File: config.mk
export PLATFORM = sky130hd
export DESIGN_NAME = srcd_top
export DESIGN_NICKNAME = d
export VERILOG_FILES = /design/src/logic/srcd_clkdiv.v /design/src/logic/srcd_top.v
export VERILOG_INCLUDE_DIRS = /design/src /design/src/logic
export SDC_FILE = /design/constraint.sdc
export NUM_CORES = 1
export LEC_CHECK = 0
export ABC_AREA = 0
export ABC_CLOCK_PERIOD_IN_PS = 3100
export BUFFER_PORTS_ARGS = -buffer_cell sky130_fd_sc_hd__buf_2
export CORE_MARGIN = 4
export CORE_UTILIZATION = 35
export DETAILED_ROUTE_END_ITERATION = 8
export GPL_TIMING_DRIVEN = 0
export HOLD_SLACK_MARGIN = 0.02
export SLEW_MARGIN = 20
export SYNTH_ARGS = -nofsm -noshare
export SYNTH_HDL_FRONTEND = slang
export SYNTH_SLANG_ARGS = --single-unit
File: constraint.sdc
create_clock -name clk -period 3.1 [get_ports clk]
set_input_delay 0.62 -clock clk [delete_from_list [all_inputs] [get_ports clk]]
set_output_delay 0.62 -clock clk [all_outputs]
set_load 0.01 [all_outputs]
File: src/logic/srcd_regs.vh
/*
 * constants for the stop recovery and clock divider block: register
 * indexes, field positions, reset values and timing figures.
 * assumes inclusion by bare name from the design files.
 */
`ifndef SRCD_REGS_VH
`define SRCD_REGS_VH

// ****************************************
// register indexes (byte address = index * 4)
// ****************************************
`define SRCD_IDX_CTRL    6'h0b
`define SRCD_IDX_IRQ_ST  6'h0c
`define SRCD_IDX_IRQ_MSK 6'h0d
`define SRCD_IDX_STATE   6'h0e

// ****************************************
// control register fields
// ****************************************
`define SRCD_B_FLAG   7
`define SRCD_B_LEVEL  6
`define SRCD_B_DLY    5
`define SRCD_F_SRC_HI 4
`define SRCD_F_SRC_LO 2
`define SRCD_B_XDIV   1
`define SRCD_B_DIV16  0
`define SRCD_CTRL_RST 7'h00
`define SRCD_SRC_NONE 3'h0

// ****************************************
// interrupt status bits
// ****************************************
`define SRCD_IRQ_STOP 0
`define SRCD_IRQ_WAKE 1
`define SRCD_IRQ_W    2
`define SRCD_IRQ_RST  2'h0

// ****************************************
// restart and timing
// ****************************************
`define SRCD_VECTOR   16'h000c
`define SRCD_CLK_MHZ  20
`define SRCD_DLY_US   100
`define SRCD_DLY_W    12
`define SRCD_PRE_LAST 4'hf
`define SRCD_PRE_RST  4'h0

`endif

File: src/logic/srcd_clkdiv.v
/*
 * crystal divider: makes one-cycle tick enables for the system and
 * timer clocks from the crystal-rate clk, with a divide-by-two or
 * divide-by-one base and an optional divide-by-16 prescaler.
 * assumes clk is the crystal input and rst is synchronous, high.
 */
`timescale 1ns/1ps
`include "srcd_regs.vh"

module srcd_clkdiv (
   // clock and reset
   input  wire clk,
   input  wire rst,
   // settings
   input  wire crystal_input_undivided,
   input  wire div16_en,
   // gates
   input  wire sys_run,
   input  wire tmr_run,
   // ticks
   output wire sys_tick,
   output wire timer_tick
);

   reg       half_q;
   reg [3:0] pre_q;
   reg       sys_q;
   reg       tmr_q;
   wire      base;
   wire      tick;

   // ****************************************
   // base divider and prescaler
   // ****************************************
   assign base = crystal_input_undivided | half_q;
   assign tick = base & (~div16_en | (pre_q == `SRCD_PRE_LAST));

   always @(posedge clk) begin
      if (rst) begin
         half_q <= 1'b0;
         pre_q  <= `SRCD_PRE_RST;
         sys_q  <= 1'b0;
         tmr_q  <= 1'b0;
      end else begin
         half_q <= ~half_q;
         if (base) begin
            pre_q <= pre_q + 4'h1;
         end
         // sys tick stops in halt, timer tick keeps running
         sys_q <= tick & sys_run;
         tmr_q <= tick & tmr_run;
      end
   end

   assign sys_tick   = sys_q;
   assign timer_tick = tmr_q;

endmodule

File: src/logic/srcd_top.v
/*
 * stop recovery control and clock division, with an avalon-mm slave
 * for its registers and one level interrupt.
 * assumes one clock at crystal rate (20 MHz), rst as power-on reset,
 * wake pins asynchronous, core strobes on the same clock.
 */
// Our own choice: the Avalon-MM interface to the registers.
// What this block does
// - control register at index 0bh, write-only except bit 7
// - bit 6 picks wake level, low or high
// - bit 5 enables reset delay after recovery
// - bits 4:2 select the wake source
// - bit 1: 0 halves crystal, 1 undivided; reset 0
// - bit 0 adds divide-by-16 prescaler
// - prescaler slows system clock and halt timer clock
// - stop ends by reset source, restart at 000ch
`timescale 1ns/1ps
`include "srcd_regs.vh"

module srcd_top (
   // clock and reset
   input  wire        clk,
   input  wire        rst,
   // avalon-mm slave
   input  wire [7:0]  avs_address,
   input  wire        avs_read,
   input  wire        avs_write,
   input  wire [3:0]  avs_byteenable,
   input  wire [31:0] avs_writedata,
   output wire [31:0] avs_readdata,
   output wire        avs_waitrequest,
   // core state
   input  wire        stop_req,
   input  wire        halt_req,
   // wake sources
   input  wire [7:0]  wake_pin,
   input  wire        spi_match,
   input  wire        wdt_timeout,
   // core restart
   output wire        stopped,
   output wire        restart_pulse,
   output wire [15:0] restart_vector,
   // clock ticks
   output wire        sys_tick,
   output wire        timer_tick,
   // interrupt
   output wire        irq
);

   // ****************************************
   // states and derived timing
   // ****************************************
   localparam [3:0] ST_RUN  = 4'b0001;
   localparam [3:0] ST_STOP = 4'b0010;
   localparam [3:0] ST_DLY  = 4'b0100;
   localparam [3:0] ST_GO   = 4'b1000;

   localparam integer DLY_CYC_I = `SRCD_DLY_US * `SRCD_CLK_MHZ;
   localparam [`SRCD_DLY_W-1:0] DLY_CYC = DLY_CYC_I[`SRCD_DLY_W-1:0];
   localparam [`SRCD_DLY_W-1:0] DLY_ONE = {{(`SRCD_DLY_W-1){1'b0}}, 1'b1};
   // delay is a fixed 100 us of crystal clock, not programmable

   // ****************************************
   // register decode
   // ****************************************
   function hit;
      input [7:0] addr;
      input [5:0] idx;
      begin
         hit = (addr == {idx, 2'b00});
      end
   endfunction

   // ****************************************
   // declarations
   // ****************************************
   reg  [6:0]             ctrl_q;
   reg                    flag_q;
   reg  [`SRCD_IRQ_W-1:0] irq_st_q;
   reg  [`SRCD_IRQ_W-1:0] irq_msk_q;
   reg  [3:0]             state_q;
   reg  [3:0]             state_d;
   reg  [`SRCD_DLY_W-1:0] dly_q;
   reg  [`SRCD_DLY_W-1:0] dly_d;
   reg                    ack_q;
   reg  [31:0]            rdata_q;
   reg  [31:0]            rdata_d;
   reg                    go_q;
   reg  [15:0]            vec_q;
   reg                    irq_q;
   reg  [7:0]             pin_s1_q;
   reg  [7:0]             pin_s2_q;
   wire                   req;
   wire                   wr_en;
   wire                   rd_en;
   wire [2:0]             src_sel;
   wire                   pin_wake;
   wire                   wake;
   wire                   ev_stop;
   wire                   ev_wake;
   wire [`SRCD_IRQ_W-1:0] ev_bits;
   wire [`SRCD_IRQ_W-1:0] clr_bits;

   // decoded state, strobes and fields
   wire                   in_run;
   wire                   in_stop;
   wire                   in_dly;
   wire                   in_go;
   wire                   wr_ctrl;
   wire                   wr_irq_st;
   wire                   wr_irq_msk;
   wire                   lvl_sel;
   wire                   dly_en;
   wire                   crystal_input_undiv;
   wire                   div16_sel;
   wire                   sys_run;
   wire                   tmr_run;
   wire [7:0]             ctrl_rd;
   wire [7:0]             state_rd;
   wire [7:0]             pin_lvl_ok;

   // ****************************************
   // wake pin synchronisers
   // ****************************************
   // pins are asynchronous; only the second stage is read below
   genvar gi;
   generate
      for (gi = 0; gi < 8; gi = gi + 1) begin : g_sync
         always @(posedge clk) begin
            if (rst) begin
               pin_s1_q[gi] <= 1'b0;
               pin_s2_q[gi] <= 1'b0;
            end else begin
               pin_s1_q[gi] <= wake_pin[gi];
               pin_s2_q[gi] <= pin_s1_q[gi];
            end
         end
         // level compare after the second stage only
         assign pin_lvl_ok[gi] = (pin_s2_q[gi] == lvl_sel);
      end
   endgenerate

   // ****************************************
   // control fields
   // ****************************************
   assign lvl_sel    = ctrl_q[`SRCD_B_LEVEL];
   assign dly_en     = ctrl_q[`SRCD_B_DLY];
   assign crystal_input_undiv = ctrl_q[`SRCD_B_XDIV];
   assign div16_sel  = ctrl_q[`SRCD_B_DIV16];
   assign src_sel    = ctrl_q[`SRCD_F_SRC_HI:`SRCD_F_SRC_LO];

   // ****************************************
   // wake decision
   // ****************************************
   // source 0 means no pin wake, so a floating pin cannot end stop
   assign pin_wake = (src_sel != `SRCD_SRC_NONE) && pin_lvl_ok[src_sel];
   // spi wake is expected with the low level chosen by software
   assign wake     = pin_wake | spi_match | wdt_timeout;

   // ****************************************
   // stop state machine
   // ****************************************
   always @* begin
      state_d = state_q;
      dly_d   = dly_q;
      case (state_q)
         ST_RUN: begin
            if (stop_req) begin
               state_d = ST_STOP;
            end
         end
         ST_STOP: begin
            // only a reset source leaves stop
            if (wake) begin
               if (dly_en) begin
                  state_d = ST_DLY;
                  dly_d   = DLY_CYC;
               end else begin
                  state_d = ST_GO;
               end
            end
         end
         ST_DLY: begin
            if (dly_q <= DLY_ONE) begin
               state_d = ST_GO;
               dly_d   = {`SRCD_DLY_W{1'b0}};
            end else begin
               dly_d = dly_q - DLY_ONE;
            end
         end
         ST_GO: begin
            state_d = ST_RUN;
         end
         default: begin
            state_d = ST_RUN;
            dly_d   = {`SRCD_DLY_W{1'b0}};
         end
      endcase
   end

   always @(posedge clk) begin
      if (rst) begin
         state_q <= ST_RUN;
         dly_q   <= {`SRCD_DLY_W{1'b0}};
         go_q    <= 1'b0;
         vec_q   <= `SRCD_VECTOR;
      end else begin
         state_q <= state_d;
         dly_q   <= dly_d;
         go_q    <= in_go;
         vec_q   <= `SRCD_VECTOR;
      end
   end

   // ****************************************
   // state decode
   // ****************************************
   // decoded once; every consumer below reads these except state_rd, which reads state_q
   assign in_run  = (state_q == ST_RUN);
   assign in_stop = (state_q == ST_STOP);
   assign in_dly  = (state_q == ST_DLY);
   assign in_go   = (state_q == ST_GO);

   assign ev_stop = in_run & stop_req;
   assign ev_wake = in_go;

   // ****************************************
   // avalon-mm slave
   // ****************************************
   // one wait cycle per access keeps read data on a flip-flop
   assign req   = avs_read | avs_write;
   assign wr_en = avs_write & ~ack_q;
   assign rd_en = avs_read & ~ack_q;
   assign avs_waitrequest = req & ~ack_q;

   // lane 0 carries every register; the upper lanes are don't-care
   assign wr_ctrl    = wr_en & avs_byteenable[0] & hit(avs_address, `SRCD_IDX_CTRL);
   assign wr_irq_st  = wr_en & avs_byteenable[0] & hit(avs_address, `SRCD_IDX_IRQ_ST);
   assign wr_irq_msk = wr_en & avs_byteenable[0] & hit(avs_address, `SRCD_IDX_IRQ_MSK);

   // only the flag reads back; the rest is write-only
   assign ctrl_rd  = {flag_q, 7'h00};
   // one-hot state in the low nibble, halt level above it
   assign state_rd = {3'b000, halt_req, state_q};

   always @* begin
      rdata_d = 32'h0000_0000;
      if (hit(avs_address, `SRCD_IDX_CTRL)) begin
         rdata_d[7:0] = ctrl_rd;
      end else if (hit(avs_address, `SRCD_IDX_IRQ_ST)) begin
         rdata_d[`SRCD_IRQ_W-1:0] = irq_st_q;
      end else if (hit(avs_address, `SRCD_IDX_IRQ_MSK)) begin
         rdata_d[`SRCD_IRQ_W-1:0] = irq_msk_q;
      end else if (hit(avs_address, `SRCD_IDX_STATE)) begin
         rdata_d[7:0] = state_rd;
      end
   end

   always @(posedge clk) begin
      if (rst) begin
         ack_q   <= 1'b0;
         rdata_q <= 32'h0000_0000;
      end else begin
         ack_q <= req & ~ack_q;
         if (rd_en) begin
            rdata_q <= rdata_d;
         end
      end
   end

   assign avs_readdata = rdata_q;

   // ****************************************
   // control register and recovery flag
   // ****************************************
   always @(posedge clk) begin
      if (rst) begin
         ctrl_q <= `SRCD_CTRL_RST;
         flag_q <= 1'b0;
      end else begin
         // bit 7 is not stored here, so a write cannot touch the flag
         if (wr_ctrl) begin
            ctrl_q <= avs_writedata[6:0];
         end
         if (ev_wake) begin
            flag_q <= 1'b1;
         end
      end
   end

   // ****************************************
   // interrupt status and mask
   // ****************************************
   assign ev_bits[`SRCD_IRQ_STOP] = ev_stop;
   assign ev_bits[`SRCD_IRQ_WAKE] = ev_wake;
   assign clr_bits = wr_irq_st ? avs_writedata[`SRCD_IRQ_W-1:0] : `SRCD_IRQ_RST;

   always @(posedge clk) begin
      if (rst) begin
         irq_st_q  <= `SRCD_IRQ_RST;
         irq_msk_q <= `SRCD_IRQ_RST;
         irq_q     <= 1'b0;
      end else begin
         // a new event wins over a write-one clear in the same cycle
         irq_st_q <= (irq_st_q & ~clr_bits) | ev_bits;
         if (wr_irq_msk) begin
            irq_msk_q <= avs_writedata[`SRCD_IRQ_W-1:0];
         end
         // registered so a decode glitch never reaches the pin
         irq_q <= |(irq_st_q & irq_msk_q);
      end
   end

   assign irq = irq_q;

   // ****************************************
   // clock division
   // ****************************************
   // halt freezes only the system tick; stop and delay freeze both
   assign sys_run = in_run & ~halt_req;
   assign tmr_run = in_run;

   srcd_clkdiv u_div (
      .clk            (clk),
      .rst            (rst),
      .crystal_input_undivided (crystal_input_undiv),
      .div16_en       (div16_sel),
      .sys_run        (sys_run),
      .tmr_run        (tmr_run),
      .sys_tick       (sys_tick),
      .timer_tick     (timer_tick)
   );

   // ****************************************
   // core outputs
   // ****************************************
   // stopped covers the delay too, so the core stays frozen throughout
   assign stopped        = in_stop | in_dly;
   assign restart_pulse  = go_q;
   assign restart_vector = vec_q;

endmodule

; ---- Word-level counts from Yosys, hierarchy flattened
; Index checks and enable logic that the tools add are counted.
[op_classes]
addsub = 2
n_lt_le_gt_ge = 2
eq_ne = 21
n_mux = 18
bitwise_logic = 27
n_reduce_logical = 6
[op_table]
columns = operator, n
row1 = 2-to-1 mux 12 bit, 3
row2 = one-hot mux 12 bit (3 select lines), 1
row3 = equality test 8 x 6 -> 1 bit (second input constant), 4
row4 = 2-to-1 mux 4 bit, 4
row5 = AND 1 bit, 12
row6 = <= comparator 12 x 1 -> 1 bit (second input constant), 1
row7 = one-hot mux 4 bit (3 select lines), 1
row8 = subtractor 12 x 1 -> 12 bit (second input constant), 1
row9 = equality test 1 bit, 8
row10 = equality test 4 bit (second input constant), 2
row11 = 2-to-1 mux 8 bit, 1
row12 = 2-to-1 mux 2 bit, 3
row13 = 2-to-1 mux 6 bit, 1
row14 = != test 2 bit (second input constant), 3
row15 = OR 1 bit, 6
row16 = AND reduction 3 bit, 2
row17 = 2-to-1 mux 5 bit, 1
row18 = inverter 1 bit, 5
row19 = adder 4 x 1 -> 4 bit (second input constant), 1
row20 = AND 2 bit, 2
row21 = equality test 4 x 1 -> 1 bit (second input constant), 1
row22 = equality test 4 x 2 -> 1 bit (second input constant), 1
row23 = equality test 4 x 3 -> 1 bit (second input constant), 1
row24 = < comparator 3 x 4 -> 1 bit (second input constant), 1
row25 = other kinds (9), 10
[totals]
regBits = 62

; ---- Depth between registers and ports, before layout
; Gate-level depths: netlist of run 1.
[logic_depth]
depth_word = 8
depth_mapped = 8
depth_no_buf = 6

; ---- By module
; Synthesis of run 1 repeated with hierarchy kept, for this count alone.
[unflattened]
hier_cells = 333
hier_area_um2 = 2936.6
[modules_own_cells]
columns = module, instances, cells_each, area_each_um2, seq_area_each_um2
row1 = srcd_top, 1, 307, 2683.8, 1061.0
row2 = srcd_clkdiv, 1, 26, 252.7, 140.1

; ---- Worst setup path after synthesis of run 1
; Ideal clock, no wire load.
[synth_path]
path_type = input-to-reg
startpoint = input port avs_address[1]
endpoint = register ctrl_q[0]
setup_ns = 0.128
arrival_time_ns = 1.944
slack_ns = 1.028
stages = 5
path_buffers = 0
cell_sequence = nor3_1 nand3b_1 nor4_2 mux2i_1 nor2_1
[synth_via]
elab_chain_len = 2
[synth_rtl]
columns = element, line_no
row1 = from (decl), srcd_top.v:25  ; input wire [7:0] avs_address,
row2 = equality test 8 x 6 -> 1 bit, srcd_top.v:70  ; hit = (addr == {idx, 2'b00});
row3 = AND 1 bit, srcd_top.v:237  ; assign wr_ctrl = wr_en & avs_byteenable[0] & hit(avs_address, `SRCD_IDX_CTRL);
row4 = to (signal assigned), srcd_top.v:278  ; ctrl_q <= `SRCD_CTRL_RST;
row5 = to (signal assigned), srcd_top.v:283  ; ctrl_q <= avs_writedata[6:0];
row6 = to (decl), srcd_top.v:77  ; reg [6:0] ctrl_q;
; No other way between the ends.
; A chain may end at the register's enable or synchronous reset.

; ---- Worst setup path after layout of run 1
[layout_path]
startpoint = register state_q[2]
endpoint = output port stopped
[layout_via]
elab_chain_len = 2
[layout_rtl]
columns = element, line_no
row1 = from (decl), srcd_top.v:81  ; reg [3:0] state_q;
row2 = from (signal assigned), srcd_top.v:208  ; state_q <= state_d;
row3 = equality test 4 x 2 -> 1 bit / equality test 4 x 3 -> 1 bit (equally long branches), "srcd_top.v:220, srcd_top.v:221"
row4 = OR 1 bit (*), srcd_top.v:338  ; assign stopped = in_stop | in_dly;
row5 = to (decl), srcd_top.v:40  ; output wire stopped,
; Every way passes the cells marked *; elsewhere a longest branch is shown, timed or not.

==> impl_summary.log, run 1 <==
INFO  metric synth.avg_cell_area = between 8 and 9 sq um
INFO  metric design.portCount = 114
INFO  metric least_margin_pin_slew = 955.2 ps
INFO  metric grt-ovfl-total = 0
INFO  metric row_count = 33
INFO  metric via_count = roughly 2500
INFO  metric synth_area_leader_cell = dfxtp_1
INFO  metric timing.critical_path.to_type = output port
INFO  metric first_pass_grt_wire_length = roughly 11000 microns
INFO  metric grt_antenna_before_repair = 0
INFO  metric drt_iter0_markers = 107
INFO  metric floorplan.die_area = 10230 sq um
INFO  metric critical_path_arrival = between 1500 and 2000 ps
INFO  metric synthesis.yosys.warnings = 0
INFO  metric min_to = pin_s2_q[7]
INFO  metric synth-edff-count = 0
INFO  metric postCtsSetupRepairBufs = 0
INFO  metric slew_headroom = 0.3583
INFO  metric clock_sinks = 60
INFO  metric fill_cells = around 850
INFO  metric stdcell_count = 546
INFO  metric tritoncts = built
INFO  metric regToRegEndpoint = state_q[1]
INFO  metric run_status = completed
INFO  metric fp.coreArea = 8341 sq um
INFO  metric pin_count_of_the_biggest_net_entering_global_routing = 11
INFO  metric hpwl = about 4900 microns
INFO  metric drt-wirelength-per-cell = around 12 microns
INFO  metric count_of_input_and_output_buffers = between 40 and 50
INFO  metric post_route_cells_drive_above_1_share = 0.2834
INFO  metric via_per_inst = between 4 and 5
INFO  metric wirelength = roughly 6600 microns
INFO  metric cp_startpoint_kind = flop
INFO  metric gp_congestion = between 0.8 and 0.9
INFO  metric hold_path_class = reg -> reg
INFO  metric post-place-cells = 530
INFO  metric root_buffer = clkbuf_8
INFO  metric synth.most_common_cell = dfxtp_1
INFO  metric min_period_over_period = 0.8300
INFO  metric netlist_instances = about 340
INFO  metric share_of_synthesized_area_occupied_by_flip_flops_and_latches = 0.3956
INFO  metric power_per_cell_area = ~640 nW/um^2
INFO  metric setup.reg_to_reg.worst_slack = 800 ps
INFO  metric ir_worst_vdd = between 0.2 and 0.3 mV
INFO  metric post_layout_minimum_cycle_time = 2573 ps
INFO  metric maxCapViolations = 0
INFO  metric final_hold_slack = ~430 ps
INFO  metric crit_path_max_incr_delay = just over 600 ps
INFO  metric tns = 0 ps
INFO  metric timing.rr.start = dly_q[6]
INFO  metric critical_path.cell_chain = or4b_2 > clkbuf_1 > nand2_1 > buf_2
INFO  metric clock.fmax = between 0.3 and 0.4 GHz
INFO  metric post_synth_num_cell_types = 64
INFO  metric timing.clock.skew = 5.184 ps
INFO  metric grt_pass1_vias = ~2200
INFO  metric post_synth_most_frequent_cells = dfxtp_1, buf_4, nor2_1
INFO  metric cp_data_required_time = between 2000 and 2500 ps
INFO  metric critical-path-slowest-cell = or4b_2
INFO  metric report.final.setup_viol = 0
INFO  metric synth_top_cells_by_area = dfxtp_1, buf_4, nor2_1
INFO  metric worst_skew_pair.late_latency = about 340 ps
INFO  metric ctsLongestPathBuffers = 2
INFO  metric postRouteAntennaNets = 0
INFO  metric postSynth.asyncResetShare = 0
INFO  metric overall_power_of_the_completed_layout = between 2 and 2.5 mW
INFO  metric syn_area = 3037 sq um
INFO  metric timing.critical_path.buf_inv = 2
INFO  metric post-route-drc-count = 0
INFO  metric cpLargestDelayFamily = simple AND/OR/NAND/NOR gates
INFO  metric netlist.area_leader.share = 0.3956
INFO  metric grtUsageTotal = 0.1315
INFO  metric critical_path_class = reg -> out
INFO  metric ys_dominant_reg_cell = dfxtp_1
INFO  metric post_cts.resized_instances = 0
INFO  metric path_max_fanout = 8
INFO  metric finalMaxSlewViolations = 0
INFO  metric timing.reg2reg.worst_path_depth = 6
INFO  metric clkTransAtPathRegs = about 70 ps
INFO  metric unrepaired_setup_endpoints_after_global_routing = false
INFO  metric diodes = 0
INFO  metric cts_buffers = 9
INFO  metric cts.htree.levels = 3
INFO  metric initial_core_util = 0.3641
INFO  metric final_nets = around 500
INFO  metric postSynthRegisterBits = 60
INFO  metric power.leakage = approximately 1.7 nW
INFO  metric die_w = 101.1 microns
INFO  metric holdPathStages = 1
INFO  metric layout-area-overhead-vs-synth = 25.55%
INFO  metric cts_hold_buf = 0
INFO  metric timing.final.hold_violations = 0
INFO  metric cp-startpoint = state_q[2]
INFO  metric min-delay-start = pin_s1_q[7]
INFO  metric die_height = ~100 microns
INFO  metric first_pass_iteration_count_of_the_detailed_router = 4
[registers in the layout, summed over array words and instances (netlist names), 2 cells and up]
name and cells:
state_q 4, pin_s1_q 8, dly_q 12, pin_s2_q 8
irq_st_q 2, irq_msk_q 2, ctrl_q 7, avs_readdata 6
u_div.pre_q 4
[through the flow]
step                setup slack [ps]  utilization  area, sq um
floorplan                       1028            -         3187
global route                   420.7       0.4571         3812
CTS                            511.9       0.4560         3804
global placement               646.0       0.4230         3528
finish                         527.1       0.4571         3812
detailed placement             597.7       0.4238         3535
[report_power, final]
part           leakage, nW  total [mW]  internal [mW]  switching, mW
registers            0.489       0.885          0.825         0.0606
clock network        0.136       0.922          0.622          0.300
logic                 1.04       0.635          0.281          0.354
total                 1.67        2.44           1.73          0.715
[worst reg2reg max path, stage by stage, from the launching register on]
cell and delay (ps):
dfxtp_1 370, or4_1 600, nor3_2 250, o21a_2 250, a21oi_2 90, or4_4 460, o21a_1 180
[placed cells by master (no fill, tap or decap), types with 4 or more instances in the layout]
cell      count
o32ai_1       4
nand2b_1      5
nand3b_1      4
o21ai_0       8
nor2_1       38
nor4_1        5
a22oi_1       4
clkbuf_8     15
buf_4        43
nand3_1       7
mux2i_1      13
conb_1       42
inv_1         8
clkbuf_1      9
buf_2        43
nand2_1      20
o311ai_0      4
dfxtp_1      60
nor2b_1      18
a21oi_1      14
a211oi_1      5
nor3_1        9
[cells by family after synthesis]
family | Yosys count | synth area share
xor gates and xnor gates | 4 | 0.01154
muxes | 14 | 0.04656
DFF | 60 | 0.3955
and+or+nand+nor | 129 | 0.2316
AOI/OAI and AO/OA | 64 | 0.1520
adders and majority gates | 3 | 0.01236
other | 2 | 0.002473
buffers and inverters | 67 | 0.1479
[final cells by class]
cell class | count | area, sq um | area share
buffer | 59 | 419.2 | 0.1099
timing repair buffer | 42 | 210.2 | 0.05514
clock buffer | 13 | 178.9 | 0.04693
sequential | 60 | 1201 | 0.3151
multi-input combinational | 256 | 1551 | 0.4070
clock inverter | 3 | 90.09 | 0.02363
inverter | 8 | 30.03 | 0.007877
tap | 105 | 131.4 | 0.03446
[routing by layer]
metal | share of wire | vias to the layer above | GRT usage
li1 | - | 1305 | -
met1 | 0.44 | 1112 | 0.1658
met2 | 0.47 | 92 | 0.2103
met3 | 0.082 | 8 | 0.04614
met4 | 0.012 | 0 | 0.04294
met5 | 0 | - | 0
[worst max path at each step]
stage | depth (start not counted) | endpoint | slack [ps]
global placement | 6 | ctrl_q[1] | 650
finish | 4 | stopped | 530
global route | 4 | stopped | 420
floorplan | 5 | ctrl_q[0] | 1030
detailed placement | 6 | ctrl_q[5] | 600
CTS | 4 | stopped | 510
(Power assumes the default switching activity.)
==> run 2: changes to the inputs <==
--- a/config.mk
+++ b/config.mk
@@ -7,7 +7,7 @@
 export NUM_CORES = 1
 export LEC_CHECK = 0
 export ABC_AREA = 0
-export ABC_CLOCK_PERIOD_IN_PS = 3100
+export ABC_CLOCK_PERIOD_IN_PS = 2060
 export BUFFER_PORTS_ARGS = -buffer_cell sky130_fd_sc_hd__buf_2
 export CORE_MARGIN = 4
 export CORE_UTILIZATION = 35
==> constraint.sdc (replaced) <==
create_clock -name clk -period 2.06 [get_ports clk]
set_input_delay 0.412 -clock clk [delete_from_list [all_inputs] [get_ports clk]]
set_output_delay 0.412 -clock clk [all_outputs]
set_load 0.01 [all_outputs]
==> impl_summary.log, run 2 (synthesized netlist as in run 1, its figures left out) <==
INFO  metric diodes = 0
INFO  metric post-route-worst-setup-slack = -61.30 ps
INFO  metric timing.reg2reg.worst_path_depth = 7
INFO  metric post_route_cells_drive_above_1_share = 0.3502
INFO  metric placed_area = around 3500 sq um
INFO  metric ctsLongestPathBuffers = 2
INFO  metric via_per_inst = approximately 4.8
INFO  metric maxCapViolations = 0
INFO  metric least_margin_pin_slew = a little under 700 ps
INFO  metric grt_pass1_vias = 2545
INFO  metric first_pass_grt_wire_length = ~12000 microns
INFO  metric cp_data_required_time = around 2400 ps
INFO  metric final_nets = between 500 and 600
INFO  metric unrepaired_setup_endpoints_after_global_routing = true
INFO  metric timing.final.hold_violations = 0
INFO  metric critical_path_arrival = 2410 ps
INFO  metric critical_path_class = reg -> reg
INFO  metric post_layout_minimum_cycle_time = 2121 ps
INFO  metric first_pass_iteration_count_of_the_detailed_router = 4
INFO  metric min_to = u_div.sys_tick
INFO  metric grtUsageTotal = 0.1461
INFO  metric clock_sinks = 60
INFO  metric tritoncts = built
INFO  metric gp_congestion = 0.8569
INFO  metric power.leakage = approximately 1.7 nW
INFO  metric setup.reg_to_reg.worst_slack = -60 ps
INFO  metric timing.critical_path.to_type = flop
INFO  metric run_status = complete, but fails checks
INFO  metric drt-wirelength-per-cell = between 10 and 15 microns
INFO  metric wirelength = between 7000 and 8000 microns
INFO  metric cts.htree.levels = 3
INFO  metric cts_buffers = 9
INFO  metric row_count = 33
INFO  metric timing.clock.skew = about 8.6 ps
INFO  metric clock.fmax = 0.4714 GHz
INFO  metric crit_path_max_incr_delay = 550 ps
INFO  metric most-common-layout-cells = buf_4, dfxtp_1, conb_1
INFO  metric layout_top_registers = dly_q: 12 flops, pin_s1_q: 8 flops, pin_s2_q: 8 flops
INFO  metric hpwl = approximately 5000 microns
INFO  metric initial_core_util = 0.3641
INFO  metric cp_startpoint_kind = flop
INFO  metric failing_checks = negative setup slack
INFO  metric cts_hold_buf = 0
INFO  metric finalMaxSlewViolations = 0
INFO  metric fp.coreArea = around 8300 sq um
INFO  metric slew_headroom = 0.5383
INFO  metric layout-area-overhead-vs-synth = 31.56%
INFO  metric floorplan.die_area = around 10000 sq um
INFO  metric ir_worst_vdd = ~0.6 mV
INFO  metric die_w = just over 100 microns
INFO  metric grt-ovfl-total = 0
INFO  metric layout.cells.most_common = buf_4
INFO  metric min-delay-start = halt_req
INFO  metric design.portCount = 114
INFO  metric dpl_worst_slack = -235.8 ps
INFO  metric power_per_cell_area = around 950 nW/um^2
INFO  metric critical-path-slowest-cell = or4b_4
INFO  metric count_of_input_and_output_buffers = between 40 and 50
INFO  metric top_register_by_number_of_flip_flops = dly_q
INFO  metric min_period_over_period = 1.030
INFO  metric via_count = 2659
INFO  metric critical_path.cell_chain = or4b_4 > or3_4 > or2_4 > o31ai_4 > or2_1 > buf_6 > a32o_1
INFO  metric timing.rr.start = state_q[3]
INFO  metric die_height = between 100 and 150 microns
INFO  metric hold_path_class = in -> reg
INFO  metric post-route-cell-area = 3995 sq um
INFO  metric path_max_fanout = 7
INFO  metric clkTransAtPathRegs = approximately 70 ps
INFO  metric pin_count_of_the_biggest_net_entering_global_routing = 13
INFO  metric report.final.setup_viol = 13
INFO  metric root_buffer = clkbuf_8
INFO  metric post-route-drc-count = 0
INFO  metric postRouteAntennaNets = 0
INFO  metric largest_register_ffs = 12
INFO  metric drt_iter0_markers = 116
INFO  metric regToRegEndpoint = dly_q[3]
INFO  metric fill_cells = ~800
INFO  metric grt_antenna_before_repair = 0
INFO  metric worst_skew_pair.late_latency = between 300 and 400 ps
INFO  metric holdPathStages = 2
run 2: cell types whose count changed in the layout (fill, tap and decap cells not counted), sizes merged:
cell | before | now
clkinvlp | 0 | 3
clkinv | 0 | 1
bufinv | 3 | 2
clkbuf | 24 | 17
buf | 90 | 106
inv | 8 | 9
run 2: where the power goes:
| group | internal, mW | total (mW) | switching (mW) |
|---|---|---|---|
| combinational | 0.597 | 1.28 | 0.685 |
| clock | 0.686 | 1.19 | 0.502 |
| sequential | 1.26 | 1.32 | 0.0687 |
| total | 2.54 | 3.79 | 1.25 |
run 2: worst max-delay path by stage:
stage	start	endpoint	slack, ps
finish	state_q[3]	dly_q[3]	-60
global route	state_q[3]	dly_q[2]	-110
CTS	state_q[3]	dly_q[3]	-130
detailed placement	avs_address[1]	ctrl_q[3]	-240
global placement	avs_address[1]	ctrl_q[1]	-210
floorplan	state_q[2]	dly_q[2]	6
run 2: per-layer routing:
metal	global-route usage	share of wire	vias up
li1	-	-	1332
met3	0.05647	0.084	18
met2	0.2425	0.47	92
met4	0.06135	0.023	0
met5	0	0	-
met1	0.1681	0.42	1217
run 2: what timing repair did:
item / in CTS / in global routing
gates resized for setup: 26 / 11
gates cloned: 1 / 0
endpoints found under the setup margin: 17 / 23
setup buffers: 16 / 1
pin swaps: 14 / 8
run 2: area by class of cell:
class                   instances  area (sq um)  area share
inverters                       8         30.03    0.007516
repair buffers                 59         344.1     0.08613
multi-input cells             256          1650      0.4131
well taps                     105         131.4     0.03288
flip-flops and latches         60          1221      0.3057
clock buffers                   9         123.9     0.03101
clock inverters                 7         100.1     0.02505
plain buffers                  55         394.1     0.09865
run 2: per-stage QoR:
step / hold slack, ps / power [mW] / cells / TNS (ps) / util
3_5_place_dp: 420.4 / 2.318 / 530 / -3849 / 0.4242
5_1_grt: 232.8 / 3.987 / 559 / -1291 / 0.4790
3_3_place_gp: 427.4 / 2.302 / 530 / -3530 / 0.4242
2_1_floorplan: 413.8 / 2.091 / 383 / 0 / -
4_1_cts: 245.6 / 3.771 / 560 / -1243 / 0.4739
6_report: 255.1 / 3.793 / 559 / -529.2 / 0.4790
run 2: critical path: cells and delay by family, from the launching register on:
| family | cells | cell delay (ps) |
|---|---|---|
| AND/OR/NAND/NOR | 4 | 1340 |
| flip-flops | 1 | 340 |
| buffers and inverters | 1 | 140 |
| AO/OA/AOI/OAI | 2 | 240 |
==> run 3: changes to the inputs <==
--- a/config.mk
+++ b/config.mk
@@ -14,6 +14,7 @@
 export DETAILED_ROUTE_END_ITERATION = 8
 export GPL_TIMING_DRIVEN = 0
 export HOLD_SLACK_MARGIN = 0.02
+export REMOVE_ABC_BUFFERS = 1
 export SLEW_MARGIN = 20
 export SYNTH_ARGS = -nofsm -noshare
 export SYNTH_HDL_FRONTEND = slang
==> impl_summary.log, run 3 (synthesized netlist as in run 1, its figures left out) <==
INFO  metric maxCapViolations = 0
INFO  metric critical_path_arrival = around 2400 ps
INFO  metric drt_iter0_markers = 220
INFO  metric hold_path_class = in -> reg
INFO  metric min_period_over_period = 1.055
INFO  metric power_per_cell_area = between 900 and 1000 nW/um^2
INFO  metric post-route-worst-setup-slack = -112.5 ps
INFO  metric critical_path_class = reg -> reg
INFO  metric post_layout_minimum_cycle_time = 2173 ps
INFO  metric power.net_switching = around 1.1 mW
INFO  metric ctsLongestPathBuffers = 2
INFO  metric cp_data_required_time = about 2300 ps
INFO  metric row_count = 33
INFO  metric timing.rr.start = state_q[2]
INFO  metric setup.reg_to_reg.worst_slack = -110 ps
INFO  metric power.combinational.fraction = 0.319
INFO  metric postRouteAntennaNets = 0
INFO  metric via_count = 2471
INFO  metric diodes = 0
INFO  metric switching_share = 0.3240
INFO  metric cts.htree.levels = 3
INFO  metric run_status = complete, but fails checks
INFO  metric clock.fmax = between 0.4 and 0.5 GHz
INFO  metric cp-startpoint = state_q[2]
INFO  metric grtUsageTotal = 0.1297
INFO  metric layout_top_registers = dly_q: 12 flops, pin_s1_q: 8 flops, pin_s2_q: 8 flops
INFO  metric timing.reg2reg.worst_path_depth = 7
INFO  metric final_hold_slack = 261.7 ps
INFO  metric design.portCount = about 110
INFO  metric root_buffer = clkbuf_8
INFO  metric critical_path.cell_chain = or4b_4 > or3_4 > or2_4 > o31ai_4 > buf_4 > nor2_4 > a311oi_2
INFO  metric layout-area-overhead-vs-synth = 17.59%
INFO  metric least_margin_pin_slew = 854.2 ps
INFO  metric wirelength = 6690 microns
INFO  metric stdcell_count = 505
INFO  metric tritoncts = built
INFO  metric largest_register_ffs = 12
INFO  metric clkTransAtPathRegs = around 70 ps
INFO  metric final_nets = ~460
INFO  metric most-common-layout-cells = dfxtp_1, conb_1, buf_2
INFO  metric top_register_by_number_of_flip_flops = dly_q
INFO  metric timing.final.hold_violations = 0
INFO  metric die_height = 101.1 microns
INFO  metric floorplan.die_area = 10230 sq um
INFO  metric seqCellArea = between 1000 and 1500 sq um
INFO  metric regToRegEndpoint = dly_q[2]
INFO  metric die_w = around 100 microns
INFO  metric drt-wirelength-per-cell = about 13 microns
INFO  metric grt_antenna_before_repair = 0
INFO  metric clock_sinks = 60
INFO  metric path_max_fanout = 8
INFO  metric dpl_worst_slack = -456.6 ps
INFO  metric timing.critical_path.to_type = flop
INFO  metric report.final.setup_viol = 13
INFO  metric fill_cells = 828
INFO  metric worst_skew_pair.late_latency = 340 ps
INFO  metric critical-path-slowest-cell = or4b_4
INFO  metric post-place-cells = 472
INFO  metric hpwl = between 4000 and 5000 microns
INFO  metric first_pass_iteration_count_of_the_detailed_router = 4
INFO  metric cp_startpoint_kind = flop
INFO  metric grt_pass1_vias = 2185
INFO  metric timing.critical_path.to = dly_q[2]
INFO  metric unrepaired_setup_endpoints_after_global_routing = true
INFO  metric postLayoutCoreUtil = 0.4281
INFO  metric pin_count_of_the_biggest_net_entering_global_routing = between 50 and 60
INFO  metric cts_hold_buf = 0
INFO  metric p_clk_frac = 0.300
INFO  metric gp_congestion = roughly 0.85
INFO  metric grt-ovfl-total = 0
INFO  metric initial_core_util = 0.3641
INFO  metric cell_internal_pwr = 2.356 mW
INFO  metric failing_checks = negative setup slack
INFO  metric post_route_cells_drive_above_1_share = 0.2725
INFO  metric layout.cells.most_common = dfxtp_1
INFO  metric multi_input_area = between 1500 and 2000 sq um
INFO  metric ir_worst_vdd = between 0.4 and 0.5 mV
INFO  metric finalMaxSlewViolations = 0
INFO  metric fp.coreArea = around 8300 sq um
INFO  metric tns = -793.7 ps
INFO  metric cts_buffers = 9
INFO  metric crit_path_max_incr_delay = about 560 ps
INFO  metric first_pass_grt_wire_length = about 11000 microns
INFO  metric slew_headroom = 0.4261
INFO  metric via_per_inst = 4.893
INFO  metric count_of_input_and_output_buffers = 43
INFO  metric post-route-drc-count = 0
INFO  metric timing.clock.skew = about 8.7 ps
INFO  metric power.leakage = 1.465 nW
INFO  metric share_seq_of_total_power = 0.381
## run 3: changes by cell type in the layout (fill, tap and decap cells not counted), moves of 3 or more
cell | previous run | this run
clkbuf_1 | 6 | 2
o32ai_2 | 4 | 0
o32ai_1 | 0 | 4
buf_4 | 60 | 15
clkinvlp_4 | 3 | 0
## run 3: power groups by stage
| stage | logic (mW) | registers (mW) | clock network (mW) |
|---|---|---|---|
| after floorplan | 0.587 | 1.33 | 0 |
| after global placement | 0.776 | 1.35 | 0 |
| after detailed placement | 0.783 | 1.36 | 0 |
| after CTS | 1.06 | 1.33 | 1.08 |
| after global routing | 1.21 | 1.34 | 1.13 |
| final | 1.11 | 1.33 | 1.05 |
## run 3: how the worst min path moves through the flow
| stage | startpoint | to | slack, ps | depth (start not counted) |
|---|---|---|---|---|
| after floorplan | pin_s1_q[0] | pin_s2_q[0] | 410 | 1 |
| after global placement | pin_s1_q[4] | pin_s2_q[4] | 420 | 1 |
| after detailed placement | pin_s1_q[0] | pin_s2_q[0] | 420 | 1 |
| after CTS | halt_req | u_div.sys_tick | 250 | 2 |
| after global routing | halt_req | u_div.sys_tick | 250 | 2 |
| final | halt_req | u_div.sys_tick | 260 | 2 |
## run 3: stage by stage
step           power [mW]  area, sq um
5_1_grt             3.678         3571
3_3_place_gp        2.129         3114
3_5_place_dp        2.140         3129
6_report            3.485         3571
4_1_cts             3.462         3498
2_1_floorplan       1.918         2768
## run 3: per-layer routing
| layer | up-vias | wire length [microns] | GRT usage |
|---|---|---|---|
| met2 | 97 | 3273 | 0.2113 |
| met5 | - | 0 | 0 |
| met1 | 1147 | 2728 | 0.1564 |
| met4 | 0 | 99 | 0.04601 |
| li1 | 1218 | - | - |
| met3 | 9 | 589 | 0.04959 |
## run 3: area by class of cell
type / count / share of cell area
clock inverter: 4 / 0.01367
timing repair buffer: 60 / 0.1006
clock buffer: 12 / 0.04064
tap: 105 / 0.03679
multi-input combinational: 256 / 0.4580
inverter: 8 / 0.008409
sequential: 60 / 0.3420
## run 3: critical path: cells and delay by family, from the launching register on
kind                   cells  cell delay (ps)
and+or+nand+nor            4             1210
DFF                        1              340
AOI/OAI and AO/OA          2              330
buffers and inverters      1              200
## run 3: timing repair
item                       4_1_cts  5_1_grt
buffers inserted                14        3
setup endpoints to repair       17       19
resized for setup               21       12
pin swaps                        9        8
